`config.mk`:
```
export PLATFORM = sky130hd
export DESIGN_NAME = sbp_link_datapath
export DESIGN_NICKNAME = d
export VERILOG_FILES = /design/src/rtl/sbp_pkg.sv /design/src/rtl/sbp_link_datapath.sv
export SDC_FILE = /design/constraint.sdc
export NUM_CORES = 1
export LEC_CHECK = 0
export CAP_MARGIN = 20
export CORE_MARGIN = 3
export CORE_UTILIZATION = 57
export CTS_CLUSTER_DIAMETER = 50
export DETAILED_ROUTE_END_ITERATION = 12
export DONT_BUFFER_PORTS = 1
export PLACE_DENSITY = 0.75
export SYNTH_ARGS = -nofsm -noshare
export SYNTH_HDL_FRONTEND = slang
export SYNTH_SLANG_ARGS = --single-unit
```
`constraint.sdc`:
```
create_clock -name aclk -period 3.9 [get_ports aclk]
set_clock_uncertainty 0.05 [all_clocks]
set_input_delay 0.39 -clock aclk [delete_from_list [all_inputs] [get_ports aclk]]
set_output_delay 0.39 -clock aclk [all_outputs]
set_load 0.02 [all_outputs]
```
`src/rtl/sbp_pkg.sv`:
```
package sbp_pkg;

	////////////////////////////////////////////////////////////////////////////////
	// clocks
	localparam int unsigned SYS_CLK_KHZ         = 200000;
	localparam int unsigned REF_OSC_KHZ         = 98304;
	localparam int unsigned LINK_CLK_LEGACY_KHZ = REF_OSC_KHZ / 2;
	localparam int unsigned LINK_CLK_GEN2_KHZ   = REF_OSC_KHZ;
	localparam int          NCO_W               = 32;
	// two pin edges per link clock period, so the accumulator counts edges
	localparam logic [NCO_W-1:0] NCO_INC_LEGACY =
		NCO_W'(((64'(LINK_CLK_LEGACY_KHZ) * 64'h2) << NCO_W) / 64'(SYS_CLK_KHZ));
	localparam logic [NCO_W-1:0] NCO_INC_GEN2   =
		NCO_W'(((64'(LINK_CLK_GEN2_KHZ) * 64'h2) << NCO_W) / 64'(SYS_CLK_KHZ));
	localparam logic [1:0] STRAP_SETTLE = 2'h3;

	////////////////////////////////////////////////////////////////////////////////
	// cable speeds
	typedef enum logic [2:0] {
		SPD_S100  = 3'h0,
		SPD_S200  = 3'h1,
		SPD_S400  = 3'h2,
		SPD_S400B = 3'h3,
		SPD_S800  = 3'h4
	} sbp_speed_e;
	localparam int unsigned NUM_SPEEDS = 5;
	localparam logic [31:0] RATE_KBPS [NUM_SPEEDS] = '{32'h0001_8000, 32'h0003_0000, 32'h0006_0000,
	                                                  32'h0007_8000, 32'h000f_0000};
	localparam logic [3:0] WIDTH_NARROW = 4'h2;
	localparam logic [3:0] WIDTH_MID    = 4'h4;
	localparam logic [3:0] WIDTH_FULL   = 4'h8;

	////////////////////////////////////////////////////////////////////////////////
	// datapath
	localparam int NUM_PORTS  = 3;
	localparam int WORD_W     = 8;
	localparam int FIFO_DEPTH = 4;
	localparam int LVL_W      = 3;
	localparam int SYNC_W     = 36;

	////////////////////////////////////////////////////////////////////////////////
	// register map
	localparam int          ADDR_W      = 8;
	localparam logic [7:0]  REG_CTRL    = 8'h00;
	localparam logic [7:0]  REG_STATUS  = 8'h04;
	localparam logic [7:0]  REG_PORT    = 8'h08;
	localparam logic [7:0]  REG_TX_CNT  = 8'h0c;
	localparam logic [7:0]  REG_RX_CNT  = 8'h10;
	localparam logic [7:0]  REG_TX_RATE = 8'h14;
	localparam logic [31:0] CTRL_RESET  = 32'h0000_0007;
	localparam int          CTRL_TX_EN  = 0;
	localparam int          CTRL_RX_EN  = 1;
	localparam int          CTRL_RPT_EN = 2;
	localparam int          CTRL_W      = 3;
	localparam int          ST_GEN2     = 0;
	localparam int          ST_PLL      = 1;
	localparam int          ST_BOSS     = 2;
	localparam int          ST_BIL      = 3;
	localparam int          ST_FORCE    = 6;
	localparam int          ST_LEVEL    = 9;
	localparam int          ST_TX_BUSY  = 12;
	localparam int          ST_RX_BUSY  = 13;
	localparam logic [1:0]  RESP_OKAY   = 2'h0;
	localparam logic [1:0]  RESP_SLVERR = 2'h2;

	////////////////////////////////////////////////////////////////////////////////
	function automatic logic [3:0] lane_width(input logic [2:0] spd, input logic gen2);
		if (gen2 || spd >= SPD_S400)
			return WIDTH_FULL;
		return (spd == SPD_S200) ? WIDTH_MID : WIDTH_NARROW;
	endfunction

	function automatic logic [2:0] port_speed(input logic [2:0] req, input logic bilingual);
		if (bilingual)
			return (req == SPD_S800) ? SPD_S800 : SPD_S400B;
		return (req > SPD_S400) ? SPD_S400 : req;
	endfunction

endpackage
```
`src/rtl/sbp_link_datapath.sv`:
```
// Decided for this implementation: the register offsets and the AXI4-Lite interface to the registers.
`timescale 1ns/1ps

module sbp_fifo #(
	parameter int WIDTH = 8,
	parameter int DEPTH = 4
) (
	input  wire logic                       aclk,
	input  wire logic                       aresetn,
	input  wire logic [WIDTH-1:0]           in_data,
	input  wire logic                       in_valid,
	output logic                            in_ready,
	output logic [WIDTH-1:0]                out_data,
	output logic                            out_valid,
	input  wire logic                       out_ready,
	output logic [$clog2(DEPTH+1)-1:0]      level
);
	localparam int PTR_W = $clog2(DEPTH);
	localparam int LVL_B = $clog2(DEPTH+1);

	logic [WIDTH-1:0] mem [DEPTH];
	logic [PTR_W-1:0] wr_ptr;
	logic [PTR_W-1:0] rd_ptr;
	logic             push;
	logic             pop;

	assign in_ready  = (level != LVL_B'(DEPTH));
	assign out_valid = (level != '0);
	assign out_data  = mem[rd_ptr];
	assign push      = in_valid && in_ready;
	assign pop       = out_valid && out_ready;

	always_ff @(posedge aclk) begin
		if (push)
			mem[wr_ptr] <= in_data;
	end

	always_ff @(posedge aclk) begin
		if (!aresetn) begin
			wr_ptr <= '0;
			rd_ptr <= '0;
			level  <= '0;
		end else begin
			if (push)
				wr_ptr <= (wr_ptr == PTR_W'(DEPTH-1)) ? '0 : wr_ptr + PTR_W'(1);
			if (pop)
				rd_ptr <= (rd_ptr == PTR_W'(DEPTH-1)) ? '0 : rd_ptr + PTR_W'(1);
			if (push && !pop)
				level <= level + LVL_B'(1);
			else if (pop && !push)
				level <= level - LVL_B'(1);
		end
	end
endmodule // sbp_fifo

module sbp_link_datapath
	import sbp_pkg::*;
(
	input  wire logic                  aclk,
	input  wire logic                  aresetn,
	input  wire logic [ADDR_W-1:0]     s_axi_awaddr,
	input  wire logic                  s_axi_awvalid,
	output logic                       s_axi_awready,
	input  wire logic [31:0]           s_axi_wdata,
	input  wire logic [3:0]            s_axi_wstrb,
	input  wire logic                  s_axi_wvalid,
	output logic                       s_axi_wready,
	output logic [1:0]                 s_axi_bresp,
	output logic                       s_axi_bvalid,
	input  wire logic                  s_axi_bready,
	input  wire logic [ADDR_W-1:0]     s_axi_araddr,
	input  wire logic                  s_axi_arvalid,
	output logic                       s_axi_arready,
	output logic [31:0]                s_axi_rdata,
	output logic [1:0]                 s_axi_rresp,
	output logic                       s_axi_rvalid,
	input  wire logic                  s_axi_rready,
	input  wire logic                  link_iface_gen_select,
	input  wire logic                  power_down_pin,
	input  wire logic                  port0_force_legacy,
	input  wire logic                  port1_force_legacy,
	input  wire logic                  port2_force_legacy,
	input  wire logic [NUM_PORTS-1:0]  port_connected,
	input  wire logic [NUM_PORTS-1:0]  port_active,
	input  wire logic [NUM_PORTS-1:0]  peer_bilingual,
	output logic                       link_clk_out,
	input  wire logic [WORD_W-1:0]     link_tx_data,
	input  wire logic                  link_tx_valid,
	input  wire logic [2:0]            link_tx_speed,
	output logic                       link_tx_ready,
	output logic [WORD_W-1:0]          link_rx_data,
	output logic                       link_rx_valid,
	input  wire logic                  link_rx_ready,
	input  wire logic [NUM_PORTS-1:0]  cable_rx_bit,
	input  wire logic [NUM_PORTS-1:0]  cable_rx_valid,
	input  wire logic [2:0]            cable_rx_speed,
	output logic                       cable_rx_ready,
	output logic [NUM_PORTS-1:0]       cable_tx_bit,
	output logic [NUM_PORTS-1:0]       cable_tx_en,
	output logic [NUM_PORTS-1:0]       port_bilingual,
	output logic                       boss_arb_enable,
	output logic                       pll_running
);

	////////////////////////////////////////////////////////////////////////////////
	// pin synchronisers
	logic [SYNC_W-1:0]    sync_a;
	logic [SYNC_W-1:0]    sync_b;
	logic                 gen2_pin_s;
	logic                 pd_s;
	logic [2:0]           force_s;
	logic [2:0]           conn_s;
	logic [2:0]           act_s;
	logic [2:0]           peer_s;
	logic                 tx_valid_s;
	logic [WORD_W-1:0]    tx_data_s;
	logic [2:0]           tx_speed_s;
	logic                 rx_ready_s;
	logic [2:0]           rx_bit_s;
	logic [2:0]           rx_valid_s;
	logic [2:0]           rx_speed_s;

	// multi-bit fields rely on the source holding them steady across the sample
	always_ff @(posedge aclk) begin
		if (!aresetn) begin
			sync_a <= '0;
			sync_b <= '0;
		end else begin
			sync_a <= {link_iface_gen_select, power_down_pin, port2_force_legacy, port1_force_legacy,
			           port0_force_legacy, port_connected, port_active, peer_bilingual, link_tx_valid,
			           link_tx_data, link_tx_speed, link_rx_ready, cable_rx_bit, cable_rx_valid,
			           cable_rx_speed};
			sync_b <= sync_a;
		end
	end

	assign {gen2_pin_s, pd_s, force_s, conn_s, act_s, peer_s, tx_valid_s, tx_data_s, tx_speed_s,
	        rx_ready_s, rx_bit_s, rx_valid_s, rx_speed_s} = sync_b;

	////////////////////////////////////////////////////////////////////////////////
	// straps, caught once the synchronisers have settled after reset
	logic [1:0] strap_wait;
	logic       gen2;
	logic [2:0] force_cap;

	always_ff @(posedge aclk) begin
		if (!aresetn) begin
			strap_wait <= '0;
			gen2       <= 1'b0;
			force_cap  <= '0;
		end else if (strap_wait != STRAP_SETTLE) begin
			strap_wait <= strap_wait + 2'h1;
			if (strap_wait == STRAP_SETTLE - 2'h1) begin
				gen2      <= gen2_pin_s;
				force_cap <= force_s;
			end
		end
	end

	// bilingual port signalling ignores the generation strap; boss arbitration follows it
	always_ff @(posedge aclk) begin
		if (!aresetn) begin
			port_bilingual  <= '0;
			boss_arb_enable <= 1'b0;
		end else begin
			port_bilingual  <= ~force_s & ~force_cap & peer_s & conn_s;
			boss_arb_enable <= gen2;
		end
	end

	////////////////////////////////////////////////////////////////////////////////
	// pll model and link clock
	logic [NCO_W-1:0] nco_acc;
	logic [NCO_W:0]   nco_sum;
	logic             nco_edge;
	logic             link_tick;

	assign nco_sum   = {1'b0, nco_acc} + {1'b0, gen2 ? NCO_INC_GEN2 : NCO_INC_LEGACY};
	assign nco_edge  = pll_running && nco_sum[NCO_W];
	assign link_tick = nco_edge && !link_clk_out;

	always_ff @(posedge aclk) begin
		if (!aresetn) begin
			pll_running  <= 1'b0;
			nco_acc      <= '0;
			link_clk_out <= 1'b0;
		end else begin
			pll_running <= !pd_s && (strap_wait == STRAP_SETTLE);
			if (!pll_running) begin
				nco_acc      <= '0;
				link_clk_out <= 1'b0;
			end else begin
				nco_acc <= nco_sum[NCO_W-1:0];
				if (nco_edge)
					link_clk_out <= !link_clk_out;
			end
		end
	end

	////////////////////////////////////////////////////////////////////////////////
	// control register and counters
	logic [CTRL_W-1:0] ctrl;
	logic [31:0]       tx_count;
	logic [31:0]       rx_count;

	////////////////////////////////////////////////////////////////////////////////
	// receive: deserialise, buffer, deliver on link clock ticks
	logic               rx_any;
	logic [1:0]         rx_port;
	logic               rx_bit;
	logic [3:0]         rx_width;
	logic [3:0]         rx_cnt;
	logic [WORD_W-1:0]  rx_sh;
	logic               rx_pend;
	logic               next_rx_pend;
	logic               rx_take;
	logic               fifo_in_ready;
	logic [WORD_W-1:0]  fifo_out_data;
	logic               fifo_out_valid;
	logic               fifo_out_ready;
	logic [LVL_W-1:0]   fifo_level;

	always_comb begin
		rx_port = 2'h0;
		if (rx_valid_s[0])
			rx_port = 2'h0;
		else if (rx_valid_s[1])
			rx_port = 2'h1;
		else if (rx_valid_s[2])
			rx_port = 2'h2;
	end

	assign rx_any   = |rx_valid_s;
	assign rx_bit   = rx_bit_s[rx_port];
	assign rx_width = lane_width(rx_speed_s, gen2);
	assign rx_take  = rx_any && !rx_pend && pll_running && ctrl[CTRL_RX_EN];

	always_comb begin
		next_rx_pend = rx_pend;
		if (rx_pend && fifo_in_ready)
			next_rx_pend = 1'b0;
		else if (rx_take && rx_cnt == rx_width - 4'h1)
			next_rx_pend = 1'b1;
	end

	always_ff @(posedge aclk) begin
		if (!aresetn) begin
			rx_cnt         <= '0;
			rx_sh          <= '0;
			rx_pend        <= 1'b0;
			cable_rx_ready <= 1'b0;
		end else begin
			rx_pend        <= next_rx_pend;
			cable_rx_ready <= !next_rx_pend && pll_running && ctrl[CTRL_RX_EN];
			if (rx_pend && fifo_in_ready)
				rx_sh <= '0;
			if (rx_take) begin
				rx_sh[rx_cnt[2:0]] <= rx_bit;
				rx_cnt             <= (rx_cnt == rx_width - 4'h1) ? 4'h0 : rx_cnt + 4'h1;
			end
		end
	end

	// stalling the link side really fills the fifo, then the cable side backs off
	sbp_fifo #(
		.WIDTH (WORD_W),
		.DEPTH (FIFO_DEPTH)
	) u_rx_fifo (
		.aclk      (aclk),
		.aresetn   (aresetn),
		.in_data   (rx_sh),
		.in_valid  (rx_pend),
		.in_ready  (fifo_in_ready),
		.out_data  (fifo_out_data),
		.out_valid (fifo_out_valid),
		.out_ready (fifo_out_ready),
		.level     (fifo_level)
	);

	assign fifo_out_ready = link_tick && (!link_rx_valid || rx_ready_s);

	always_ff @(posedge aclk) begin
		if (!aresetn) begin
			link_rx_valid <= 1'b0;
			link_rx_data  <= '0;
			rx_count      <= '0;
		end else if (fifo_out_ready) begin
			link_rx_valid <= fifo_out_valid;
			link_rx_data  <= fifo_out_data;
			if (fifo_out_valid)
				rx_count <= rx_count + 32'h1;
		end
	end

	////////////////////////////////////////////////////////////////////////////////
	// transmit: latch link word, serialise to cable ports
	logic [WORD_W-1:0] tx_sh;
	logic [3:0]        tx_left;
	logic              tx_wait_low;
	logic              tx_take;
	logic [2:0]        port_spd [NUM_PORTS];
	logic [2:0]        last_spd;

	// source must drop valid before the next word, since its valid lags by two flops
	assign tx_take = link_tick && tx_valid_s && !tx_wait_low && tx_left == 4'h0 && !rx_any
	                 && ctrl[CTRL_TX_EN];

	always_ff @(posedge aclk) begin
		if (!aresetn) begin
			tx_sh         <= '0;
			tx_left       <= '0;
			tx_wait_low   <= 1'b0;
			link_tx_ready <= 1'b0;
			tx_count      <= '0;
			last_spd      <= SPD_S100;
			port_spd      <= '{default: SPD_S100};
		end else begin
			link_tx_ready <= tx_take;
			if (!tx_valid_s)
				tx_wait_low <= 1'b0;
			if (tx_take) begin
				tx_wait_low <= 1'b1;
				tx_sh       <= tx_data_s;
				tx_left     <= lane_width(tx_speed_s, gen2);
				last_spd    <= tx_speed_s;
				tx_count    <= tx_count + 32'h1;
				for (int p = 0; p < NUM_PORTS; p++)
					port_spd[p] <= port_speed(tx_speed_s, port_bilingual[p]);
			end else if (tx_left != 4'h0 && pll_running && !rx_any) begin
				tx_sh   <= tx_sh >> 1;
				tx_left <= tx_left - 4'h1;
			end
		end
	end

	// repeated traffic has priority; transmit waits while a packet passes through
	always_ff @(posedge aclk) begin
		if (!aresetn) begin
			cable_tx_bit <= '0;
			cable_tx_en  <= '0;
		end else begin
			for (int p = 0; p < NUM_PORTS; p++) begin
				cable_tx_bit[p] <= 1'b0;
				cable_tx_en[p]  <= 1'b0;
				if (pll_running && conn_s[p] && act_s[p]) begin
					if (rx_any && ctrl[CTRL_RPT_EN] && rx_port != 2'(p)) begin
						cable_tx_bit[p] <= rx_bit;
						cable_tx_en[p]  <= 1'b1;
					end else if (!rx_any && tx_left != 4'h0) begin
						cable_tx_bit[p] <= tx_sh[0];
						cable_tx_en[p]  <= 1'b1;
					end
				end
			end
		end
	end

	////////////////////////////////////////////////////////////////////////////////
	// axi4-lite slave
	logic [ADDR_W-1:0] aw_addr;
	logic [31:0]       w_data;
	logic [3:0]        w_strb;
	logic [31:0]       rd_word;
	logic              rd_hit;

	always_ff @(posedge aclk) begin
		if (!aresetn) begin
			s_axi_awready <= 1'b1;
			s_axi_wready  <= 1'b1;
			s_axi_bvalid  <= 1'b0;
			s_axi_bresp   <= RESP_OKAY;
			aw_addr       <= '0;
			w_data        <= '0;
			w_strb        <= '0;
			ctrl          <= CTRL_W'(CTRL_RESET);
		end else begin
			if (s_axi_awvalid && s_axi_awready) begin
				aw_addr       <= s_axi_awaddr;
				s_axi_awready <= 1'b0;
			end
			if (s_axi_wvalid && s_axi_wready) begin
				w_data       <= s_axi_wdata;
				w_strb       <= s_axi_wstrb;
				s_axi_wready <= 1'b0;
			end
			if (!s_axi_awready && !s_axi_wready && !s_axi_bvalid) begin
				s_axi_bvalid <= 1'b1;
				s_axi_bresp  <= RESP_OKAY;
				if (aw_addr == REG_CTRL) begin
					if (w_strb[0])
						ctrl <= w_data[CTRL_W-1:0];
				end else if (aw_addr != REG_STATUS && aw_addr != REG_PORT && aw_addr != REG_TX_CNT
				             && aw_addr != REG_RX_CNT && aw_addr != REG_TX_RATE)
					s_axi_bresp <= RESP_SLVERR;
			end
			if (s_axi_bvalid && s_axi_bready) begin
				s_axi_bvalid  <= 1'b0;
				s_axi_awready <= 1'b1;
				s_axi_wready  <= 1'b1;
			end
		end
	end

	always_comb begin
		rd_word = '0;
		rd_hit  = 1'b1;
		unique case (s_axi_araddr)
			REG_CTRL:    rd_word[CTRL_W-1:0] = ctrl;
			REG_STATUS: begin
				rd_word[ST_GEN2]               = gen2;
				rd_word[ST_PLL]                = pll_running;
				rd_word[ST_BOSS]               = boss_arb_enable;
				rd_word[ST_BIL +: NUM_PORTS]   = port_bilingual;
				rd_word[ST_FORCE +: NUM_PORTS] = force_cap;
				rd_word[ST_LEVEL +: LVL_W]     = fifo_level;
				rd_word[ST_TX_BUSY]            = (tx_left != 4'h0);
				rd_word[ST_RX_BUSY]            = rx_any;
			end
			REG_PORT:    rd_word[8:0] = {port_spd[2], port_spd[1], port_spd[0]};
			REG_TX_CNT:  rd_word = tx_count;
			REG_RX_CNT:  rd_word = rx_count;
			REG_TX_RATE: rd_word = RATE_KBPS[last_spd];
			default:     rd_hit  = 1'b0;
		endcase
	end

	always_ff @(posedge aclk) begin
		if (!aresetn) begin
			s_axi_arready <= 1'b1;
			s_axi_rvalid  <= 1'b0;
			s_axi_rdata   <= '0;
			s_axi_rresp   <= RESP_OKAY;
		end else if (s_axi_arvalid && s_axi_arready) begin
			s_axi_arready <= 1'b0;
			s_axi_rvalid  <= 1'b1;
			s_axi_rdata   <= rd_word;
			s_axi_rresp   <= rd_hit ? RESP_OKAY : RESP_SLVERR;
		end else if (s_axi_rvalid && s_axi_rready) begin
			s_axi_rvalid  <= 1'b0;
			s_axi_arready <= 1'b1;
		end
	end

endmodule // sbp_link_datapath

```
# After elaboration in Yosys (flattened, before gate mapping)
# Memories as Yosys holds them, arrays and structs flattened. A register that Yosys moved wholly into a read port is not among the register bits.
# Index checks and enable logic that the tools add are counted.
dict set report word_totals {
  regBits 290
  latchBits 0
  mem_bits_rw 32
  romBits 256
  in_bits 95
  out_inout_bits 64
  wordCells 251
  memories 2
}
# memory depth width rd rd_clocked_by_memory_dff write_ports line_no
set memory_table {}
lappend memory_table {{(name not given)} 8 32 1 0 0 sbp_link_datapath.sv:422} ;# REG_TX_RATE: rd_word = RATE_KBPS[last_spd];
lappend memory_table {u_rx_fifo.mem 4 8 1 1 1 sbp_link_datapath.sv:21} ;# logic [WIDTH-1:0] mem [DEPTH];
dict set report classes {
  add_sub_neg 11
  multipliers 0
  div 0
  n_lt_le_gt_ge 7
  eq_ne 23
  shifts 0
  mux 76
  bitwise 7
  n_reduce_logical 79
}
# operator n
set op_table {}
lappend op_table {{32-bit two-way mux} 3}
lappend op_table {{32-bit by 1-bit adder with 32-bit output, second input constant} 2}
lappend op_table {{18-bit case mux with 3 select lines} 1}
lappend op_table {{1-bit logical AND} 44}
lappend op_table {{8-bit two-way mux} 5}
lappend op_table {{3-bit two-way mux} 12}
lappend op_table {{1-bit two-way mux} 34}
lappend op_table {{32-bit by 32-bit adder with 33-bit output} 1}
lappend op_table {{6-bit case mux with 5 select lines} 1}
lappend op_table {{4-bit two-way mux} 7}
lappend op_table {{5-bit case mux with 4 select lines} 1}
lappend op_table {{3-bit case mux with 6 select lines} 1}
lappend op_table {{8-bit by 4-bit equality test with 1-bit output, second input constant} 2}
lappend op_table {{8-bit by 5-bit equality test with 1-bit output, second input constant} 2}
lappend op_table {{8-bit logical NOT} 2}
lappend op_table {{2-bit two-way mux} 8}
lappend op_table {{8-bit by 4-bit != test with 1-bit output, second input constant} 2}
lappend op_table {{8-bit by 5-bit != test with 1-bit output, second input constant} 2}
lappend op_table {{1-bit logical NOT} 13}
lappend op_table {{2-bit AND reduction} 6}
lappend op_table {{3-bit bitwise AND} 3}
lappend op_table {{8-bit bitwise mux} 1}
lappend op_table {{2-bit equality test, second input constant} 4}
lappend op_table {{8-bit by 3-bit equality test with 1-bit output, second input constant} 1}
lappend op_table {{other kinds (32)} 45}

# Logic depth before layout (Yosys ltp)
# Gate-level depths: netlist (run 1).
dict set report logic_depth {
  depth_word 13
  depth_mapped 15
  mapped_depth_nobuf 14
}

# Modules after synthesis
# A second synthesis (run 1) with hierarchy kept.
dict set report hier_totals {
  hier_cells 1486
  area_unflattened_um2 13890.8
}
# module n_inst cells_per_inst area_per_inst_um2 seq_area_each_um2
set by_module_without_submodules {}
lappend by_module_without_submodules {sbp_link_datapath 1 1393 12255.5 5785.5}
lappend by_module_without_submodules {sbp_fifo 1 93 1635.3 1141.1}

# Worst setup path after synthesis (run 1)
# No wires, ideal clock.
dict set report synth_timing {
  kind {register to register}
  startpoint {reg gen2}
  endpoint {reg u_rx_fifo.level[2]}
  setup_ns 0.070
  t_arrival_ns 4.090
  required_time_ns 3.780
  slack_ns -0.310
  stages_incl_launch_ff 16
  path_buffers 1
  period_less_slack_ns 4.210
  cell_sequence {dfxtp_1 inv_1 ha_1 fa_1 a211oi_1 nor4b_2 o31ai_1 o211ai_4 nand3_2 buf_2 ha_1 inv_1 fa_1 xor2_1 or3_1 a21oi_1}
}
dict set report synth_via {
  elab_chain_cells 9
  word_cells_on_any_way 11
  cone_classes {1 x add/sub; 2 x mux; 8 x reduce/logical}
}
# element line_no
set synth_lines {}
lappend synth_lines {{start: declaration} sbp_link_datapath.sv:143} ;# logic gen2;
lappend synth_lines {{start signal: assignment} sbp_link_datapath.sv:154} ;# gen2 <= gen2_pin_s;
lappend synth_lines {{32-bit two-way mux (*)} sbp_link_datapath.sv:178} ;# assign nco_sum = {1'b0, nco_acc} + {1'b0, gen2 ? NCO_INC_GEN2 : NCO_INC_LEGACY};
lappend synth_lines {{32-bit by 32-bit adder with 33-bit output (*)} sbp_link_datapath.sv:178}
lappend synth_lines {{1-bit logical AND (*)} sbp_link_datapath.sv:179} ;# assign nco_edge = pll_running && nco_sum[NCO_W];
lappend synth_lines {{1-bit logical AND (*)} sbp_link_datapath.sv:180} ;# assign link_tick = nco_edge && !link_clk_out;
lappend synth_lines {{1-bit logical AND (*)} sbp_link_datapath.sv:280} ;# assign fifo_out_ready = link_tick && (!link_rx_valid || rx_ready_s);
lappend synth_lines {{1-bit logical AND (*)} sbp_link_datapath.sv:31} ;# assign pop = out_valid && out_ready;
lappend synth_lines {{1-bit logical NOT} sbp_link_datapath.sv:48} ;# if (push && !pop)
lappend synth_lines {{1-bit logical AND} sbp_link_datapath.sv:48}
lappend synth_lines {{3-bit two-way mux or 2-bit nonzero test (tied branches)} -}
lappend synth_lines {{end signal: assignment} sbp_link_datapath.sv:49} ;# level <= level + LVL_B'(1);
lappend synth_lines {{end signal: assignment} sbp_link_datapath.sv:51} ;# level <= level - LVL_B'(1);
lappend synth_lines {{end: declaration} sbp_link_datapath.sv:16} ;# output logic [$clog2(DEPTH+1)-1:0] level
# Mark *: on every way between the ends. The rest lies on a longest branch, timed or not.
# A chain may end at the register's enable or synchronous reset.

# Worst setup path in the final report (run 1)
# Ends and elaborated chain as after synthesis.

==> results of run 1 <==
## layout make-up
cell class                 instances  area (um^2)
sequential                       328         6890
tap                              319          399
timing repair buffer              75          741
inverter                          36          138
clock inverter                    11          195
multi-input combinational       1040         6480
fill                            1881         7800
clock buffer                      51         1040
## timing repair
action | CTS | global route
hold buffers | 52 | 1
hold endpoints to repair | 127 | 1
setup endpoints to repair | 0 | 0
## power by group
| group | switching (W) | total (W) | internal, W |
|---|---|---|---|
| logic | 0.000192 | 0.000341 | 0.000148 |
| registers | 0.0000779 | 0.00355 | 0.00348 |
| clock network | 0.00132 | 0.00351 | 0.00219 |
## stage by stage
stage | worst slack [ns] | cells | instance area [um^2]
final | 0.217 | 1860 | 15900
after global routing | 0.0118 | 1860 | 15900
after CTS | 0.225 | 1857 | 15800
after detailed placement | 0.277 | 1743 | 14100
after global placement | 0.340 | 1743 | 14100
after floorplan | 0.0591 | 1490 | 13900
## critical path, delay by kind of cell (launching register included)
| family | cells | cell delay (ns) |
|---|---|---|
| xor gates and xnor gates | 1 | 0.18 |
| buffers and inverters | 2 | 0.16 |
| adders and majority gates | 4 | 1.24 |
| and+or+nand+nor | 3 | 0.55 |
| DFF | 1 | 0.42 |
| AOI/OAI and AO/OA | 4 | 1.02 |
## per-layer routing
layer	routed length, um	vias up	global-route usage
li1	-	5349	-
met1	14200	5137	0.323
met2	15200	349	0.403
met3	2380	58	0.0571
met4	765	0	0.0702
met5	0	-	0
## cell families after synthesis
family	share of synthesized area
DFF	0.497
and+or+nand+nor	0.236
AOI/OAI and AO/OA	0.133
adders and majority gates	0.0327
muxes	0.0330
other	0.000271
buffers and inverters	0.0355
xor gates and xnor gates	0.0329
## path summary, 6_finish.rpt
path | endpoint | from | slack (ns)
min | s_axi_rvalid | s_axi_rready | 0.02
min reg2reg | pll_running | sync_b[34] | 0.35
max | u_rx_fifo.level[2] | gen2 | 0.22
max reg2reg | u_rx_fifo.level[2] | gen2 | 0.22
## placed cells by master (no fill, tap or decap), drive strengths merged, types with 6 or more instances in the layout
cell type,count
inv,38
o21bai,14
clkbuf,51
a21o,8
a31oi,6
a221oi,28
edfxtp,32
a22oi,28
or4,10
and3b,6
xor2,29
buf,23
and3,27
o31ai,8
nor3b,7
mux4,8
and4,10
a211oi,12
nand4,20
nor4,23
dfxtp,296
mux2i,22
or3,16
nand2,149
o21ai,35
xnor2,23
and2,85
o311ai,12
ha,33
nand3,62
dlygate4sd3,52
nor2,135
nor3,42
nand2b,28
a21oi,97
o211ai,10
## state kept, by name, indices dropped and copies added (netlist names), 8 cells and up
name and count:
aw_addr 8, rx_count 32, u_rx_fifo.mem 32, s_axi_rdata 32
nco_acc 32, link_rx_data 8, tx_sh 8, rx_sh 8
tx_count 32, sync_a 36, port_spd 9, sync_b 36
==> key figures, run 1 <==
Clock network
  • H-tree Lvls: 2
  • Resized Gates After CTS: 0
  • Number of CTS-inserted buffers: 36
  • Maximum clock path buffer count: 3
  • Reg clk slew, reported paths: 0.06 ns
  • CTS root buffer: clkbuf_16
  • Skew-Pair Late Insertion Delay: 0.51 ns
  • Post-CTS setup buffers: 0
  • Sink Count: 328
  • CTS tree: done

Setup path
  • Crit Path Max Fanout: 7
  • CP Launch Type: flop
  • Slowest-stage cell, CP: fa_1
  • Worst Path Class, Setup: flop to flop
  • Critical Path AT: 4.06 ns
  • R2R depth: 14
  • CP required: 4.27 ns
  • Crit. End Element: flop
  • Max incr delay on CP: 0.43 ns
  • Worst path cell trace: inv_1 > ha_1 > fa_1 > a211oi_1 > nor4b_2 > o31ai_2 > o211ai_4 > nand3_2 > ha_1 > inv_1 > fa_1 > xor2_1 > or3_1 > a21oi_1

Power and ir drop
  • Leak: 5.93 nW
  • PD cells: 466 nW/um^2
  • Max VDD drop: 0.000369 V
  • Final Power: 0.00741 W

GRT
  • Number of global-route vias before repair: 10,500
  • Global-route usage over all layers: 0.244
  • First-pass GRT wire length: 53.0 mm
  • Initial antenna violation count: 0
  • Gr ovfl total: 0
  • Largest net degree at the start of global routing: 127

Synthesis
  • Post-Synthesis Cells: 1,489
  • Avg Inst Size Synth: 9.30 um^2
  • Register area share after synthesis: 0.497
  • Synth top area share: 0.428
  • Netlist Area Pre-Place: 13,900 um^2
  • EDFF count, synth: 32
  • Netlist cell types: 64
  • Synth area leader: dfxtp_1
  • Most frequent cell after synthesis: dfxtp_1
  • Post-synth top cells: 296 x dfxtp_1, 149 x nand2_1, 135 x nor2_1
  • Fraction of registers with async set/reset: 0
  • Post-synthesis register bit count: 328
  • Synth warn: 0
  • Area contributors post-synth: dfxtp_1 43%, edfxtp_1 6.9%, nand2_1 4.0%, and2_1 3.8%, nor2_1 3.7%
  • Ys flop type: dfxtp_1

Floorplan
  • Rows: 56
  • Initial Utilization: 0.585
  • Die W: 162 um
  • Core area: 23,700 um^2
  • Die Y-Extent: 162 um
  • IO Pins: 159
  • Die footprint: 26,200 um^2

Route
  • Vias per std cell: 5.86
  • Routed len/inst: 17.5 um
  • Routed WL: 32.5 mm
  • Vias: 10,900
  • DRC Markers: 0
  • Final ANT Viol Nets: 0
  • 1st-pass router iterations: 5
  • DRT iter0 DRCs: 968

STA
  • Max Freq: 272 MHz
  • Final Critical Period: 3.68 ns
  • Fin Setup TNS: 0 ns
  • Setup violators final: 0
  • Slew @ Worst Pin: 0.914 ns
  • Hold slack: 0.0177 ns
  • Final hold vios: 0
  • Max-slew headroom: 0.390
  • RSZ-0062 raised after global routing: false
  • Final slew viol count: 0
  • Final Cycle Share: 0.944

Layout
  • Antenna Cells: 0
  • Syn-to-layout area delta: 14.6%
  • Util after Layout: 0.671
  • Share of cells above drive strength 1: 0.0675
  • Layout Nets: 1,647

Status
  • Status: finished clean

Placement
  • Dpl hpwl: 20.6 mm
  • I/O Buffers: 0
  • RePlAce Congestion: 0.865

Job
  • MaxCap Viol Count: 0

Min path
  • Min-Delay Path Class: primary input to flop
  • Min-Delay Path Depth: 2
Note: power is estimated with default switching activity, not from simulation.
==> run 2: changes to the inputs <==
- CORE_MARGIN: 3 -> 2
==> key figures, run 2 (synthesized netlist as in run 1, its figures left out) <==
Setup path
  • Worst Path Class, Setup: flop to flop
  • Crit. End Element: flop
  • Crit Path Max Fanout: 8
  • CP required: 4.29 ns
  • Critical Path AT: 4.06 ns
  • CP Launch Type: flop

STA
  • Final hold vios: 0
  • Setup violators final: 0
  • Max Freq: 273 MHz
  • Hold slack: 0.0180 ns
  • Fin Setup TNS: 0 ns
  • Final Critical Period: 3.67 ns
  • Final slew viol count: 0
  • Final Cycle Share: 0.940
  • RSZ-0062 raised after global routing: false
  • Max-slew headroom: 0.286
  • Slew @ Worst Pin: 1.07 ns

Power and ir drop
  • Leak: 5.95 nW
  • Max VDD drop: 0.000367 V
  • PD cells: 467 nW/um^2

Layout
  • Syn-to-layout area delta: 15.0%
  • Final std cells w/o fill: 1,870
  • Most common cell after layout, fill and taps aside: dfxtp_1
  • Most frequent cells in the layout: 295 x dfxtp_1, 149 x nand2_1, 135 x nor2_1, 97 x a21oi_1, 84 x and2_1
  • Share of cells above drive strength 1: 0.0718
  • Top Registers: sync_a: 36 flops, sync_b: 36 flops
  • Antenna Cells: 0
  • Layout Nets: 1,650

Min path
  • Min-Delay Path Class: primary input to flop

Route
  • Vias per std cell: 5.84
  • DRT iter0 DRCs: 845
  • Final ANT Viol Nets: 0
  • Routed len/inst: 17.6 um
  • DRC Markers: 0
  • Vias: 10,900
  • 1st-pass router iterations: 5
  • Routed WL: 32.9 mm

Clock network
  • Maximum clock path buffer count: 3
  • Number of CTS-inserted buffers: 37
  • Post-CTS setup buffers: 0
  • Skew-Pair Late Insertion Delay: 0.52 ns
  • H-tree Lvls: 2
  • CTS tree: done
  • Sink Count: 328
  • CTS root buffer: clkbuf_16
  • Reg clk slew, reported paths: 0.06 ns

GRT
  • Initial antenna violation count: 0
  • Number of global-route vias before repair: 10,500
  • Global-route usage over all layers: 0.257
  • Gr ovfl total: 0
  • First-pass GRT wire length: 53.8 mm
  • Largest net degree at the start of global routing: 136

Placement
  • Placed insts: 1,748
  • RePlAce Congestion: 0.860
  • I/O Buffers: 0
  • Dpl hpwl: 20.7 mm

Floorplan
  • Initial Utilization: 0.575
  • Rows: 57
  • Core area: 24,100 um^2
  • Die Y-Extent: 160 um
  • Die footprint: 25,600 um^2
  • IO Pins: 159
  • Die W: 160 um

Status
  • Status: finished clean

Job
  • MaxCap Viol Count: 0
## run 2: cell types whose count changed in the layout (fill, tap and decap cells not counted), sizes merged
cell         before  now
bufinv            5    3
clkbuf           51   49
clkinv            3    8
dlygate4sd3      52   54
inv              38   40
## run 2: critical path, cell delays in order (launching register included)
cell      delay (ns)
dfxtp_2         0.44
inv_1           0.11
buf_4           0.20
ha_1            0.39
and4bb_2        0.29
and3_1          0.21
a311oi_1        0.37
o211ai_4        0.16
nand3_2         0.11
ha_1            0.19
inv_1           0.07
fa_1            0.37
xor2_1          0.17
or3_1           0.31
a21oi_1         0.15
## run 2: layer usage
metal | global-route usage | vias to the layer above | routed length (um)
li1 | - | 5381 | -
met1 | 0.334 | 5164 | 14500
met2 | 0.420 | 313 | 15300
met3 | 0.0660 | 64 | 2260
met4 | 0.0856 | 0 | 859
met5 | 0 | - | 0
## run 2: cell type report
cell class	count	area, um^2
clock inverter	16	185
sequential	328	6890
inverter	36	138
clock buffer	49	1060
fill	1927	8180
timing repair buffer	77	761
multi-input combinational	1040	6490
tap	324	405
## run 2: timing repair
item | CTS | global route
gates resized for setup | 0 | 1
hold buffers | 55 | 0
endpoints found under the hold margin | 134 | 0
setup endpoints to repair | 0 | 1
## run 2: final timing paths
check / depth (start not counted) / start / slack (ns) / to
setup / recovery: 14 / gen2 / 0.23 / u_rx_fifo.level[2]
hold / removal: 2 / aresetn / 0.02 / rx_count[28]
setup reg to reg: 14 / gen2 / 0.23 / u_rx_fifo.level[2]
hold reg to reg: 1 / sync_b[34] / 0.36 / pll_running
## run 2: stage by stage
step,total power [W],setup WS (ns),utilization,area [um^2]
after global placement,0.00389,0.310,0.584,14100
after global routing,0.00767,0.0213,0.661,15900
final,0.00744,0.233,0.661,15900
after CTS,0.00747,0.160,0.659,15900
after detailed placement,0.00390,0.239,0.584,14100
after floorplan,0.00385,0.0591,-,13900
## run 2: where the power goes
| group | internal (W) | total [W] | leakage [nW] | switching (W) |
|---|---|---|---|---|
| clock network | 0.00213 | 0.00354 | 0.618 | 0.00141 |
| logic | 0.000150 | 0.000344 | 2.63 | 0.000194 |
| registers | 0.00348 | 0.00356 | 2.71 | 0.0000798 |
